File: src/design/sss_pkg.sv
// Shared constants for the soft switch scheduler.
// Assumes a 125 MHz core clock; block writes arrive already decoded.
package sss_pkg;
    // Core clock period in picoseconds
    localparam int unsigned CLK_PERIOD_PS  = 8000;
    // Transition timing in microseconds, as specified
    localparam int unsigned PRE_WAIT_US    = 2300;
    localparam int unsigned SHIFT_PHASE_US = 11200;
    // Cycle counts derived from the times (both divide exactly, no rounding)
    localparam int unsigned PRE_WAIT_CYC   =
        (PRE_WAIT_US * 1000) / (CLK_PERIOD_PS / 1000);
    localparam int unsigned SHIFT_CYC      =
        (SHIFT_PHASE_US * 1000) / (CLK_PERIOD_PS / 1000);
    // Block indices
    localparam int unsigned NUM_BLOCKS     = 7;
    localparam int unsigned NUM_GROUPS     = 4;
    localparam int unsigned BLK_FRONT_LEFT = 0;
    localparam int unsigned BLK_FRONT_RGT  = 1;
    localparam int unsigned BLK_REAR_LEFT  = 2;
    localparam int unsigned BLK_REAR_RGT   = 3;
    localparam int unsigned BLK_CENTER     = 4;
    localparam int unsigned BLK_SUB        = 5;
    localparam int unsigned BLK_MIX        = 6;
    // Select byte and data values of the front mixing switch
    localparam logic [7:0]  MIX_SELECT     = 8'h30;
    localparam logic [7:0]  MIX_ON_VAL     = 8'h80;
    localparam logic [7:0]  MIX_OFF_VAL    = 8'h00;
    // Reset setting of every block (0 dB / mixing off)
    localparam logic [7:0]  GAIN_RESET     = 8'h80;
    localparam logic [7:0]  MIX_RESET      = 8'h00;
    // Default group of each block, 2 bits per block, block 0 lowest
    localparam logic [13:0] GROUP_MAP_DEF  = 14'h0a50;
    // Default group priority, 2 bits each, highest priority first
    localparam logic [7:0]  GROUP_PRIO_DEF = 8'h1b;
    // Transition phases
    typedef enum logic [1:0] {
        SSS_IDLE,
        SSS_WAIT,
        SSS_TO_TEMP,
        SSS_TO_STOP
    } sss_phase_t;
endpackage

File: src/design/sss_scheduler.sv
// Soft switch scheduler: groups pending gain blocks and runs one
// pop-free transition at a time, in fixed group priority order.
// Assumes writes are decoded from the serial port on the same clock.
// Assumes the host needs no back-pressure: no write is ever refused.
// One transition runs at a time; all other work waits in the slots.
// Timing counts are parameters so a bench can shrink them.
`timescale 1ns/100ps
module sss_scheduler
    import sss_pkg::*;
#(
    parameter int unsigned          WAIT_CYC   = PRE_WAIT_CYC,
    parameter int unsigned          SHIFT_LEN  = SHIFT_CYC,
    parameter logic [13:0]          GROUP_MAP  = GROUP_MAP_DEF,
    parameter logic [7:0]           GROUP_PRIO = GROUP_PRIO_DEF
) (
    input  wire logic                  clk_i,
    input  wire logic                  rst_n_i,
    input  wire logic                  wr_i,
    input  wire logic [7:0]            wr_select_i,
    input  wire logic [7:0]            wr_data_i,
    output logic                       busy_o,
    output logic [1:0]                 phase_o,
    output logic [1:0]                 active_group_o,
    output logic [NUM_BLOCKS-1:0]      active_blocks_o,
    output logic                       temp_stage_o,
    output logic [NUM_BLOCKS*8-1:0]    applied_o,
    output logic                       mix_on_o
);
    // Gain select bytes of each fader block; mixing last
    // Fader selects run upwards from this byte in block order
    localparam logic [7:0] SEL_BASE = 8'h28;

    // Sequencer state, running transition and per-block vectors
    sss_phase_t            phase_q;
    logic [22:0]           cnt_q; // Holds a full shift phase at 125 MHz
    logic [1:0]            grp_q;
    logic [NUM_BLOCKS-1:0] act_q;
    logic [NUM_BLOCKS-1:0] wr_vec;
    logic [NUM_BLOCKS-1:0] take_vec;
    logic [NUM_BLOCKS-1:0] pend_vec;
    logic [NUM_GROUPS-1:0] grp_pend;
    logic                  found;
    logic [1:0]            next_grp;
    logic [7:0]            wdata;
    logic [NUM_BLOCKS*8-1:0] pend_vals;

    // Write decode: faders at consecutive selects, mixing at its own
    // Other selects are ignored; any block may be written in any cycle
    // So a burst needs no gap between its bytes
    always_comb begin
        wr_vec = '0;
        wdata  = wr_data_i;
        for (int b = 0; b < NUM_BLOCKS - 1; b++) begin
            if (wr_i && wr_select_i == SEL_BASE + 8'(b)) begin
                wr_vec[b] = 1'b1;
            end
        end
        if (wr_i && wr_select_i == MIX_SELECT) begin
            wr_vec[BLK_MIX] = 1'b1;
            // Only bit 7 carries the mixing state
            wdata = wr_data_i[7] ? MIX_ON_VAL : MIX_OFF_VAL;
        end
    end

    // One slot per block keeps latest pending and applied values
    // The take strobe doubles as the apply strobe: a new value shows
    // on applied_o when its transition starts, not when it is written
    for (genvar g = 0; g < NUM_BLOCKS; g++) begin : g_slot
        sss_slot #(
            .RESET_VAL ((g == BLK_MIX) ? MIX_RESET : GAIN_RESET)
        ) u_slot (
            .clk_i      (clk_i),
            .rst_n_i    (rst_n_i),
            .wr_i       (wr_vec[g]),
            .wr_data_i  (wdata),
            .take_i     (take_vec[g]),
            .pending_o  (pend_vec[g]),
            .pend_val_o (pend_vals[g*8 +: 8]),
            .applied_o  (applied_o[g*8 +: 8])
        );
    end

    // Pending flags gathered per group through the mapping
    // A map may use all four groups; an empty group never wins a scan
    always_comb begin
        grp_pend = '0;
        for (int b = 0; b < NUM_BLOCKS; b++) begin
            if (pend_vec[b]) begin
                grp_pend[GROUP_MAP[b*2 +: 2]] = 1'b1;
            end
        end
    end

    // Priority scan; arrival order plays no part in the choice
    // Fields are scanned from the low end up and the last match wins,
    // so the most significant field, written first, ranks highest
    always_comb begin
        found    = 1'b0;
        next_grp = '0;
        for (int p = 0; p < NUM_GROUPS; p++) begin
            if (grp_pend[GROUP_PRIO[p*2 +: 2]]) begin
                found    = 1'b1;
                next_grp = GROUP_PRIO[p*2 +: 2];
            end
        end
    end

    // Start point: idle with something pending, or end of a stop phase
    // A write landing in the last stop cycle is seen only after the
    // return to idle, so that transition pays the full wait again
    logic start_now;
    logic stop_done;
    assign stop_done = (phase_q == SSS_TO_STOP) && (cnt_q == 23'd0);
    assign start_now = found && ((phase_q == SSS_IDLE) || stop_done);

    // Members of the chosen group are latched together at start
    // Blocks of the group that are not pending keep their applied value
    always_comb begin
        take_vec = '0;
        for (int b = 0; b < NUM_BLOCKS; b++) begin
            if (start_now && pend_vec[b] &&
                GROUP_MAP[b*2 +: 2] == next_grp) begin
                take_vec[b] = 1'b1;
            end
        end
    end

    // Phase sequencer; never parks in the temporary stage
    // The counter holds the cycles left in a phase minus one; a phase
    // ends in the cycle in which the counter reads zero
    always_ff @(posedge clk_i) begin
        if (!rst_n_i) begin
            phase_q <= SSS_IDLE;
            cnt_q   <= '0;
        end else begin
            unique case (phase_q)
                SSS_IDLE: begin
                    // Wait interval only from rest, before the first shift
                    if (start_now) begin
                        phase_q <= SSS_WAIT;
                        cnt_q   <= 23'(WAIT_CYC - 1);
                    end
                end
                SSS_WAIT: begin
                    if (cnt_q == 23'd0) begin
                        phase_q <= SSS_TO_TEMP;
                        cnt_q   <= 23'(SHIFT_LEN - 1);
                    end else begin
                        cnt_q <= cnt_q - 23'd1;
                    end
                end
                SSS_TO_TEMP: begin
                    if (cnt_q == 23'd0) begin
                        // Temporary stage always hands on to the stop stage
                        phase_q <= SSS_TO_STOP;
                        cnt_q   <= 23'(SHIFT_LEN - 1);
                    end else begin
                        cnt_q <= cnt_q - 23'd1;
                    end
                end
                SSS_TO_STOP: begin
                    if (cnt_q != 23'd0) begin
                        cnt_q <= cnt_q - 23'd1;
                    end else if (start_now) begin
                        // Back-to-back transition skips the wait interval
                        // The output already rests at a stop state then
                        phase_q <= SSS_TO_TEMP;
                        cnt_q   <= 23'(SHIFT_LEN - 1);
                    end else begin
                        phase_q <= SSS_IDLE;
                    end
                end
            endcase
        end
    end

    // Active group held for the whole transition
    always_ff @(posedge clk_i) begin
        if (!rst_n_i) begin
            grp_q <= '0;
        end else if (start_now) begin
            grp_q <= next_grp;
        end
    end

    // Member set; cleared on the edge that returns to idle, so the set
    // never outlives its transition
    always_ff @(posedge clk_i) begin
        if (!rst_n_i) begin
            act_q <= '0;
        end else if (start_now) begin
            act_q <= take_vec;
        end else if (stop_done || (phase_q == SSS_IDLE)) begin
            act_q <= '0;
        end
    end

    // Status decoded from the phase register; data outputs are all
    // flip-flops, in the slots and in the group and member registers
    assign busy_o          = (phase_q != SSS_IDLE);
    assign phase_o         = phase_q;
    assign active_group_o  = grp_q;
    assign active_blocks_o = act_q;
    assign temp_stage_o    = (phase_q == SSS_TO_TEMP);
    assign mix_on_o        = applied_o[BLK_MIX*8 + 7];
endmodule

File: src/design/sss_slot.sv
// One block's setting slot: latest pending value plus applied value.
// Assumes write strobes and load strobes come from the core clock domain.
`timescale 1ns/100ps
module sss_slot
    import sss_pkg::*;
#(
    parameter logic [7:0] RESET_VAL = 8'h80
) (
    input  wire logic       clk_i,
    input  wire logic       rst_n_i,
    input  wire logic       wr_i,
    input  wire logic [7:0] wr_data_i,
    input  wire logic       take_i,
    output logic            pending_o,
    output logic [7:0]      pend_val_o,
    output logic [7:0]      applied_o
);
    logic       pend_q;
    logic [7:0] pend_val_q;
    logic [7:0] applied_q;

    // Latest write overwrites older pending value; set beats take
    always_ff @(posedge clk_i) begin
        if (!rst_n_i) begin
            pend_q     <= 1'b0;
            pend_val_q <= RESET_VAL;
        end else if (wr_i) begin
            pend_val_q <= wr_data_i;
            // Equal to what will be applied: nothing to do
            pend_q     <= (wr_data_i != (take_i ? pend_val_q : applied_q));
        end else if (take_i) begin
            pend_q     <= 1'b0;
        end
    end

    // Applied value moves only when the slot is taken by a transition
    always_ff @(posedge clk_i) begin
        if (!rst_n_i) begin
            applied_q <= RESET_VAL;
        end else if (take_i) begin
            applied_q <= pend_val_q;
        end
    end

    assign pending_o  = pend_q;
    assign pend_val_o = pend_val_q;
    assign applied_o  = applied_q;
endmodule

File: config.mk
export PLATFORM = sky130hd
export DESIGN_NAME = sss_scheduler
export DESIGN_NICKNAME = d
export VERILOG_FILES = /design/src/design/sss_pkg.sv /design/src/design/sss_scheduler.sv /design/src/design/sss_slot.sv
export SDC_FILE = /design/constraint.sdc
export NUM_CORES = 1
export LEC_CHECK = 0
export BUFFER_PORTS_ARGS = -buffer_cell sky130_fd_sc_hd__buf_2
export CORE_UTILIZATION = 40
export CTS_CLUSTER_SIZE = 40
export DETAILED_ROUTE_END_ITERATION = 10
export PLACE_DENSITY_LB_ADDON = 0.25
export SYNTH_ARGS = -nofsm -noshare
export SYNTH_HDL_FRONTEND = slang
export SYNTH_SLANG_ARGS = --single-unit
File: constraint.sdc
create_clock -name clk_i -period 4.9 [get_ports clk_i]
set_input_delay 0.245 -clock clk_i [delete_from_list [all_inputs] [get_ports clk_i]]
set_output_delay 0.245 -clock clk_i [all_outputs]
set_load 0.1 [all_outputs]
==> Word-level counts from Yosys, hierarchy flattened <==
Cells that the tools add are included.
{ "word_totals": {"mem_bits_rw": 0, "inputBits": 19, "output_inout_bits": 70, "latchBits": 0, "rom_bits": 0, "mem_count": 0, "register_bits": 153, "elab_cells": 153} }
{ "classes": {"div": 0, "reduce_logical": 40, "mul": 0, "addsub": 1, "bitwise_logic": 0, "n_mux": 63, "magnitude_cmp": 0, "n_eq_ne": 24, "shifts": 0} }
{ "op_table": {"columns": ["operator", "n"], "rows": [
  ["two-way mux 23 bit", 4],
  ["two-way mux 8 bit", 9],
  ["one-hot mux 23 bit (3 select lines)", 1],
  ["equality test 8 x 6 -> 1 bit, second input constant", 7],
  ["inequality test 8 bit", 7],
  ["two-way mux 1 bit", 38],
  ["logical AND 1 bit", 23],
  ["logical NOT 23 bit", 1],
  ["nonzero test 23 bit", 1],
  ["subtractor 23 x 1 -> 23 bit, second input constant", 1],
  ["nonzero test 2 bit", 9],
  ["two-way mux 2 bit", 8],
  ["two-way mux 7 bit", 2],
  ["one-hot mux 2 bit (4 select lines)", 1],
  ["inequality test 2 bit, second input constant", 3],
  ["equality test 2 bit, second input constant", 2],
  ["logical NOT 2 bit", 2],
  ["AND reduction 4 bit", 1],
  ["inequality test 3 x 2 -> 1 bit, second input constant", 1],
  ["equality test 1 x 2 -> 1 bit, first input constant", 1],
  ["equality test 2 x 1 -> 1 bit, second input constant", 1],
  ["equality test 2 bit, first input constant", 1],
  ["inequality test 2 x 1 -> 1 bit, second input constant", 1],
  ["AND reduction 2 bit", 1],
  ["2 further kinds", 2]
]} }

==> Longest topological paths before layout <==
Gate-level depths: netlist (run 1).
{ "logic_depth": {"ltp_word": 12, "mapped_depth": 12, "depth_no_buf": 10} }

==> Modules after synthesis <==
From an unflattened synthesis (run 1), not the netlist that was laid out.
{ "unflattened": {"hier_cells": 756, "area_unflattened_um2": 7430.9} }
{ "modules_own_cells": {"columns": ["mod", "seq_area_each_um2", "cells_each", "instances", "area_each_um2"], "rows": [
  ["sss_slot at g_slot[0].u_slot ...", 340.3, 65, 6, 728.2],
  ["sss_scheduler", 680.7, 301, 1, 2326.0],
  ["sss_slot at g_slot[6].u_slot", 340.3, 65, 1, 735.7]
]} }

==> Least setup slack after synthesis (run 1) <==
OpenSTA, ideal clock, no wires.
{ "synth_path": {"path_kind": "register to register", "from": "register phase_q[0] (netlist: phase_o[0])", "to": "register g_slot[1].u_slot.pend_q", "t_required_ps": 4773, "t_arrival_ps": 3448, "synth_period_minus_slack_ps": 3575, "n_path_buf": 0, "stages_incl_launch_ff": 10, "path_slack_ps": 1325, "setup_ps": 127, "path_cell_list": "dfxtp_1 > inv_1 > ha_1 > inv_1 > o31ai_4 > nand2_1 > mux2_2 > xnor2_1 > nor4_1 > a31oi_1"} }
{ "synth_between": {"elab_chain_len": 10, "word_cells_on_any_way": 12, "classes_between": "eq/ne (2); mux (3); reduce/logical (7)"} }
{ "synth_lines": {"columns": ["element", "line_no", "rtl"], "rows": [
  ["start, declared", "sss_scheduler.sv:34", "sss_phase_t phase_q;"],
  ["start signal, assigned", "sss_scheduler.sv:133", "phase_q <= SSS_IDLE;"],
  ["start signal, assigned", "sss_scheduler.sv:140", "phase_q <= SSS_WAIT;"],
  ["start signal, assigned", "sss_scheduler.sv:146", "phase_q <= SSS_TO_TEMP;"],
  ["equality test 2 bit", "sss_scheduler.sv:113", "assign stop_done = (phase_q == SSS_TO_STOP) && (cnt_q == 23'd0);"],
  ["logical AND 1 bit", "sss_scheduler.sv:113", null],
  ["logical OR 1 bit (*)", "sss_scheduler.sv:114", "assign start_now = found && ((phase_q == SSS_IDLE) || stop_done);"],
  ["logical AND 1 bit (*)", "sss_scheduler.sv:114", null],
  ["logical AND 1 bit (*) (2 in series)", "sss_scheduler.sv:121", "if (start_now && pend_vec[b] &&"],
  ["two-way mux 1 bit (*)", "sss_scheduler.sv:121", null],
  ["two-way mux 8 bit", "sss_slot.sv:30", "pend_q <= (wr_data_i != (take_i ? pend_val_q : applied_q));"],
  ["inequality test 8 bit", "sss_slot.sv:30", null],
  ["two-way mux 1 bit", "sss_slot.sv:27", "end else if (wr_i) begin"],
  ["end signal, assigned", "sss_slot.sv:30", null],
  ["end, declared", "sss_slot.sv:18", "logic pend_q;"]
]} }
Every way passes the cells marked *; elsewhere a longest branch is shown, timed or not.
A chain may end at the register's enable or synchronous reset.

==> Worst setup path in the final report (run 1) <==
{ "layout_path": {"from": "register cnt_q[12]", "to": "register g_slot[5].u_slot.pend_q"} }
{ "layout_between": {"elab_chain_len": 10, "word_cells_on_any_way": 11, "classes_between": "eq/ne (1); mux (3); reduce/logical (7)"} }
{ "layout_lines": {"columns": ["element", "line_no", "rtl"], "rows": [
  ["start, declared", "sss_scheduler.sv:35", "logic [22:0] cnt_q;"],
  ["start signal, assigned", "sss_scheduler.sv:141", "cnt_q <= 23'(WAIT_CYC - 1);"],
  ["start signal, assigned", "sss_scheduler.sv:147", "cnt_q <= 23'(SHIFT_LEN - 1);"],
  ["start signal, assigned", "sss_scheduler.sv:149", "cnt_q <= cnt_q - 23'd1;"],
  ["logical NOT 23 bit (*)", "sss_scheduler.sv:113", null],
  ["logical AND 1 bit (*)", "sss_scheduler.sv:113", null],
  ["logical OR 1 bit (*)", "sss_scheduler.sv:114", null],
  ["logical AND 1 bit (*)", "sss_scheduler.sv:114", null],
  ["logical AND 1 bit (*) (2 in series)", "sss_scheduler.sv:121", null],
  ["two-way mux 1 bit (*)", "sss_scheduler.sv:121", null],
  ["two-way mux 8 bit", "sss_slot.sv:30", null],
  ["inequality test 8 bit", "sss_slot.sv:30", null],
  ["two-way mux 1 bit", "sss_slot.sv:27", null],
  ["end signal, assigned", "sss_slot.sv:30", null],
  ["end, declared", "sss_slot.sv:18", null]
]} }
Marked as above.

==> results of run 1 <==
==> per-layer routing <==
metal	vias to the layer above	part of all wire	GRT usage
met5	-	0	0
met4	0	0.014	0.07553
met3	20	0.036	0.03554
met2	136	0.46	0.3236
met1	2689	0.49	0.2860
li1	2860	-	-
==> flip-flops by register name, summed over array words and instances (netlist names) <==
signal	count
active_blocks_o	7
active_group_o	2
cnt_q	23
g_slot.u_slot.applied_o	56
g_slot.u_slot.pend_val_o	56
g_slot.u_slot.pending_o	7
phase_o	2
==> final cells by class <==
| type | instances | area, sq um | share of cell area |
|---|---|---|---|
| inverters | 14 | 52.55 | 0.006354 |
| flip-flops and latches | 153 | 3063 | 0.3703 |
| well taps | 225 | 281.5 | 0.03404 |
| clock buffers | 21 | 450.4 | 0.05446 |
| multi-input cells | 574 | 3784 | 0.4575 |
| clock inverters | 10 | 143.9 | 0.01740 |
| repair buffers | 95 | 495.5 | 0.05991 |
==> worst paths after layout <==
| check | startpoint | end | cells past startpoint |
|---|---|---|---|
| worst min-delay path | wr_select_i[0] | g_slot[2].u_slot.pending_o$_SDFFE_PN0P_ | 3 |
| worst max-delay path | cnt_q[12]$_SDFFE_PN0P_ | g_slot[5].u_slot.pending_o$_SDFFE_PN0P_ | 8 |
| worst min register to register | active_blocks_o[0]$_SDFFE_PN0P_ | active_blocks_o[0]$_SDFFE_PN0P_ | 2 |
| worst max register to register | cnt_q[12]$_SDFFE_PN0P_ | g_slot[5].u_slot.pending_o$_SDFFE_PN0P_ | 8 |
==> cells in the final DEF (no fill, tap or decap), drive strengths merged, types with 4 or more instances in the layout <==
cell type	instances
and3	7
a21oi	31
nor4b	4
nor4	14
o211ai	4
o21ai	47
xor2	4
clkbuf	21
buf	95
mux2	7
xnor2	50
nor3	21
nand2	88
nand3b	4
or3	5
dfxtp	153
and2	37
o221a	8
ha	6
a21boi	22
nand4	7
nor2b	57
mux2i	62
nand3	19
a31oi	8
nor2	31
inv	16
==> power groups by stage <==
| stage | logic [mW] | registers (mW) | clock network [mW] |
|---|---|---|---|
| finish | 0.723 | 1.34 | 1.34 |
| global route | 0.798 | 1.34 | 1.43 |
| CTS | 0.712 | 1.34 | 1.36 |
| detailed placement | 0.705 | 1.36 | 0 |
| global placement | 0.711 | 1.36 | 0 |
| floorplan | 0.545 | 1.36 | 0 |
==> cells by family after synthesis <==
group | Yosys count
AND/OR/NAND/NOR | 304
flip-flops | 153
AO/OA/AOI/OAI | 141
multiplexers | 69
buffers and inverters | 67
XOR/XNOR | 54
adder cells (fa/ha/maj) | 6
==> worst register-to-register path, cell delays in order (launching register included) <==
cell and delay [ns]:
dfxtp_1 0.36, or4_4 0.57, or3_1 0.44, o31ai_4 0.74
nand3_1 0.63, mux2i_1 0.42, xnor2_1 0.15, nand3_1 0.10
o31a_1 0.27
==> summary.md, run 1 <==
### Clock tree
* **number of hold buffers added after CTS** 0
* **clock tree from TritonCTS** done
* **worst-case clock buffer depth** 2
* **number of H-tree levels** 4
* **Root Buffer Master** clkbuf_16
* **count of instances resized after the clock tree is built** 0
* **Setup Fix Bufs, Post-CTS** 0
* **clock latency on the worst-skew pair** 0.43 ns
* **count of clock tree sinks** 153
* **cts bufs inserted** 17
* **clock slew at the register clock pins of the worst setup and hold paths** 0.06 ns

### Pwr
* **net switching power of the design** 1.071 mW
* **total power divided by cell area** 411.2 mW/mm^2
* **switching part of the total** 0.3150
* **overall power after layout** 3.401 mW
* **design internal power** 2.330 mW
* **sequential fraction of design power** 0.393
* **highest ir drop seen on vdd** 0.3124 mV
* **Leak Pwr** 3.466 nW
* **combinational power share** 0.213
* **fraction of power consumed by the clock network** 0.394

### Placed design
* **Inst Count DP** 1061
* **final estimated routing congestion in global placement** 0.8439
* **Post-DP Area** 0.007676 sq mm
* **setup slack at placement** 1.119 ns
* **half-perimeter wire length of the detailed placement result** 12520 um
* **number of buffers inserted by port buffering** 88

### Route
* **via count** 5705
* **residual DRC count** 0
* **antenna viol nets, final** 0
* **starting DRC count in detailed routing** 327
* **average wire per standard cell** 16.91 um
* **Via-to-Cell Ratio** 5.224
* **total wirelength of the detailed-routed design** 18470 um
* **Pre-antenna DRT Iters** 5

### Yosys
* **number of instances in the synthesized netlist** 794
* **fraction of synthesized area in multiplexers** 0.09821
* **Async S/R FF share, synth** 0
* **dominant combinational cell family by area after synthesis** simple AND/OR/NAND/NOR gates
* **primary flip-flop cell chosen by synthesis mapping** dfxtp_1
* **number of enable flip-flop cells after synthesis** 0
* **Adder-Cell Fraction of Synth Area** 0.01054
* **leading post-synthesis cells by cell area** dfxtp_1 43%, mux2i_1 8.7%, xnor2_1 6.1%
* **Synth top area share** 0.4301
* **Synth Register Bits** 153
* **area fraction in compound gates after synthesis** 0.1300
* **Mapped Nets** 819
* **simple-gate share of the synthesized area** 0.2247
* **Yosys top cell by area** dfxtp_1
* **Synthesis Warnings** 0
* **post-synthesis sequential area ratio** 0.4301
* **Avg Synthesized Cell Area** 8.970 sq um
* **most instantiated library cell after synthesis** dfxtp_1
* **xor/xnor cell area share of the yosys netlist** 0.06641
* **Mapped Area** 0.007122 sq mm
* **Synth top cells by count** 153 x dfxtp_1, 88 x nand2_1, 62 x mux2i_1
* **synth unique cells** 50

### STA
* **least setup slack across all paths after layout** 1.111 ns
* **final setup violation count** 0
* **worst hold slack after final layout** 0.2352 ns
* **slew at the pin closest to its max-slew limit** 1.019 ns
* **Setup Skew** 0.009760 ns
* **setup repair after global routing missed its margin** no
* **highest clock rate** 263.9 MHz
* **final count of pins violating max slew** 0
* **Post-Route Setup TNS** 0 ns
* **Final Hold Violating Endpoints** 0
* **period utilization** 0.7732
* **Max-slew headroom** 0.3174
* **crit path time final** 3.789 ns

### Global routing
* **largest net degree at the start of global routing** 84
* **number of global-route vias before repair** 5263
* **combined global-route utilization of all metal layers** 0.2074
* **grt ovf** 0
* **wire length of the first global-routing pass** 28850 um
* **antenna violations before repair** 0

### Hold path
* **hold crit path type** input port to flip-flop

### Worst setup path
* **worst reg-to-reg setup slack** 1.11 ns
* **sum of buffers and inverters on the critical path** 0
* **delay of the slowest critical-path stage** 0.74 ns
* **type of element capturing the critical path** flip-flop
* **critical path's top delay family** simple AND/OR/NAND/NOR gates
* **CP most frequent cell** nand3_1
* **signal arrival time at the worst endpoint** 4.10 ns
* **critical path launch point type** flip-flop
* **cell chain of the critical path** or4_4, or3_1, o31ai_4, nand3_1, mux2i_1, xnor2_1, nand3_1, o31a_1
* **required time of the critical path** 5.21 ns
* **critical path class** flip-flop to flip-flop
* **highest fanout seen on the critical path** 14
* **cell at the slowest stage of the critical path** o31ai_4

### Finish
* **final core utilization** 0.4765
* **number of fill cells** 1662
* **post-layout instance count excluding filler cells** 1092
* **Antenna diodes** 0
* **proportion of layout cells with a drive suffix above 1** 0.1661
* **summed area of non-filler cells in the final layout** 0.008270 sq mm
* **Final nets** 880
* **area growth from synthesis to layout** 16.13%

### Floorplanning
* **Initial Utilization** 0.4103
* **number of rows in the core area** 48
* **DIE AREA** 0.01834 sq mm
* **Top-Level Pins** 89
* **Die W** 135.4 um
* **placeable core area** 0.01736 sq mm
* **y dimension of the die** 135.4 um

### Outcome
* **status** completed

### Flow run
* **maxcap violations** 0

(Power assumes the default switching activity.)
==> inputs of run 2 (changes only) <==
==> constraint.sdc (replaced) <==
create_clock -name clk_i -period 3.6 [get_ports clk_i]
set_input_delay 0.18 -clock clk_i [delete_from_list [all_inputs] [get_ports clk_i]]
set_output_delay 0.18 -clock clk_i [all_outputs]
set_load 0.1 [all_outputs]
==> run 2 against run 1 <==
Effect of this change: sequential share of layout area decreased by 0.31 points; power increased by 34%; routed wire length increased by 1.3%; register-to-register slack got worse by 0.94 ns; worst setup slack got worse by 0.94 ns; clock skew increased by 0.0042 ns; final cell count increased by 1.4%; critical path depth unchanged; utilization increased by 0.40 points; largest power group unchanged; highest routed layer unchanged; first-iteration DRC count increased by 12%; critical path type unchanged.
==> summary.md, run 2 (synthesized netlist as in run 1, its figures left out) <==
### Clock tree
* **Setup Fix Bufs, Post-CTS** 0
* **clock latency on the worst-skew pair** 0.44 ns
* **cts bufs inserted** 17
* **number of H-tree levels** 4
* **clock slew at the register clock pins of the worst setup and hold paths** 0.06 ns
* **clock tree from TritonCTS** done
* **count of clock tree sinks** 153
* **Root Buffer Master** clkbuf_16
* **worst-case clock buffer depth** 2

### Worst setup path
* **worst setup path end** g_slot[1].u_slot.pending_o$_SDFFE_PN0P_
* **critical path class** flip-flop to flip-flop
* **end of the worst register-to-register path** g_slot[1].u_slot.pending_o$_SDFFE_PN0P_
* **worst setup path start** cnt_q[12]$_SDFFE_PN0P_
* **r2r worst-path depth** 8
* **highest fanout seen on the critical path** 9
* **worst reg-to-reg setup slack** 0.17 ns
* **critical path launch point type** flip-flop
* **type of element capturing the critical path** flip-flop
* **r2r startpoint** cnt_q[12]$_SDFFE_PN0P_
* **required time of the critical path** 3.91 ns
* **signal arrival time at the worst endpoint** 3.74 ns

### Global routing
* **number of global-route vias before repair** 5365
* **antenna violations before repair** 0
* **combined global-route utilization of all metal layers** 0.2126
* **grt ovf** 0
* **largest net degree at the start of global routing** 101
* **wire length of the first global-routing pass** 29360 um

### STA
* **highest clock rate** 291.3 MHz
* **crit path time final** 3.433 ns
* **Post-Route Setup TNS** 0 ns
* **Final Hold Violating Endpoints** 0
* **setup repair after global routing missed its margin** no
* **final setup violation count** 0
* **period utilization** 0.9535
* **slew at the pin closest to its max-slew limit** 0.8471 ns
* **least setup slack across all paths after layout** 0.1673 ns
* **Max-slew headroom** 0.4352
* **final count of pins violating max slew** 0
* **Setup Skew** 0.01393 ns

### Finish
* **proportion of layout cells with a drive suffix above 1** 0.1825
* **commonest cells after routing, fill and taps aside** 153 x dfxtp_1, 88 x nand2_1, 87 x buf_2
* **Final nets** 894
* **final core utilization** 0.4805
* **area growth from synthesis to layout** 17.11%
* **post-layout instance count excluding filler cells** 1107
* **commonest non-fill, non-tap cell in the layout** dfxtp_1
* **Antenna diodes** 0

### Placed design
* **setup slack at placement** 0.02455 ns
* **Inst Count DP** 1075
* **final estimated routing congestion in global placement** 0.8264
* **half-perimeter wire length of the detailed placement result** 12710 um
* **number of buffers inserted by port buffering** 88

### Route
* **residual DRC count** 0
* **via count** 5776
* **antenna viol nets, final** 0
* **average wire per standard cell** 16.91 um
* **Via-to-Cell Ratio** 5.218
* **total wirelength of the detailed-routed design** 18720 um
* **Pre-antenna DRT Iters** 5
* **starting DRC count in detailed routing** 367

### Pwr
* **sequential fraction of design power** 0.400
* **switching part of the total** 0.3238
* **fraction of power consumed by the clock network** 0.372
* **design internal power** 3.076 mW
* **highest ir drop seen on vdd** 0.3979 mV
* **overall power after layout** 4.549 mW
* **combinational power share** 0.227
* **net switching power of the design** 1.473 mW
* **total power divided by cell area** 545.4 mW/mm^2
* **Leak Pwr** 3.515 nW

### Floorplanning
* **number of rows in the core area** 48
* **DIE AREA** 0.01834 sq mm
* **Die W** 135.4 um
* **y dimension of the die** 135.4 um
* **Top-Level Pins** 89
* **placeable core area** 0.01736 sq mm
* **Initial Utilization** 0.4103

### Flow run
* **maxcap violations** 0

### Hold path
* **hold crit path type** input port to flip-flop

### Outcome
* **status** completed

[run 2: cell types whose count changed in the layout (fill, tap and decap cells not counted)]
| cell | previous run | this run |
|---|---|---|
| clkinv_2 | 1 | 4 |
| buf_4 | 8 | 22 |
| nand3_1 | 18 | 16 |
| nand3_2 | 0 | 2 |
| inv_6 | 2 | 1 |
| clkinv_4 | 1 | 2 |
| bufinv_16 | 3 | 1 |
[run 2: how the worst min path moves through the flow]
stage	end	cells past startpoint	startpoint
5_1_grt	g_slot[2].u_slot.pending_o$_SDFFE_PN0P_	3	wr_select_i[0]
3_3_place_gp	g_slot[5].u_slot.pend_val_o[7]$_SDFFE_PN1P_	2	g_slot[5].u_slot.pend_val_o[7]$_SDFFE_PN1P_
6_report	g_slot[2].u_slot.pending_o$_SDFFE_PN0P_	3	wr_select_i[0]
3_5_place_dp	active_blocks_o[1]$_SDFFE_PN0P_	2	active_blocks_o[1]$_SDFFE_PN0P_
4_1_cts	g_slot[2].u_slot.pending_o$_SDFFE_PN0P_	3	wr_select_i[0]
2_1_floorplan	g_slot[2].u_slot.pending_o$_SDFFE_PN0P_	3	wr_select_i[1]
[run 2: critical path: stages (launching register included)]
cell and delay (ns):
dfxtp_1 0.36, or4_4 0.58, or3_1 0.45, o31ai_4 0.53, nand2_1 0.43, mux2_2 0.42, xnor2_1 0.12, nor4_1 0.31
a31oi_1 0.12
[run 2: power groups by stage]
stage,Sequential (mW),Combinational (mW),Clock (mW)
2_1_floorplan,1.85,0.742,0
3_3_place_gp,1.85,1.02,0
3_5_place_dp,1.86,1.02,0
4_1_cts,1.82,1.03,1.72
5_1_grt,1.83,1.14,1.79
6_report,1.82,1.03,1.69
[run 2: final cells by class]
class	instances	area, sq um
flip-flops and latches	153	3063
clock buffers	21	450.4
well taps	225	281.5
inverters	14	52.55
multi-input cells	574	3794
clock inverters	11	98.84
fillers	1675	9016
repair buffers	109	600.6
[run 2: what timing repair did]
action / 4_1_cts / 5_1_grt
hold buffers: 0 / 0
gates resized for setup: 1 / 1
setup endpoints to repair: 1 / 2
pin swaps: 0 / 1
cloned: 0 / 0
[run 2: through the flow]
stage	hold slack [ns]	instance area [sq um]
after floorplan	0.4159	7122
after global placement	0.4530	7781
after detailed placement	0.4612	7781
after CTS	0.1682	8335
after global routing	0.1853	8341
final	0.1929	8341
[run 2: per-layer routing]
layer,global-route usage,part of all wire
met1,0.2866,0.48
met4,0.07491,0.015
met2,0.3385,0.46
met5,0,0
met3,0.03966,0.039
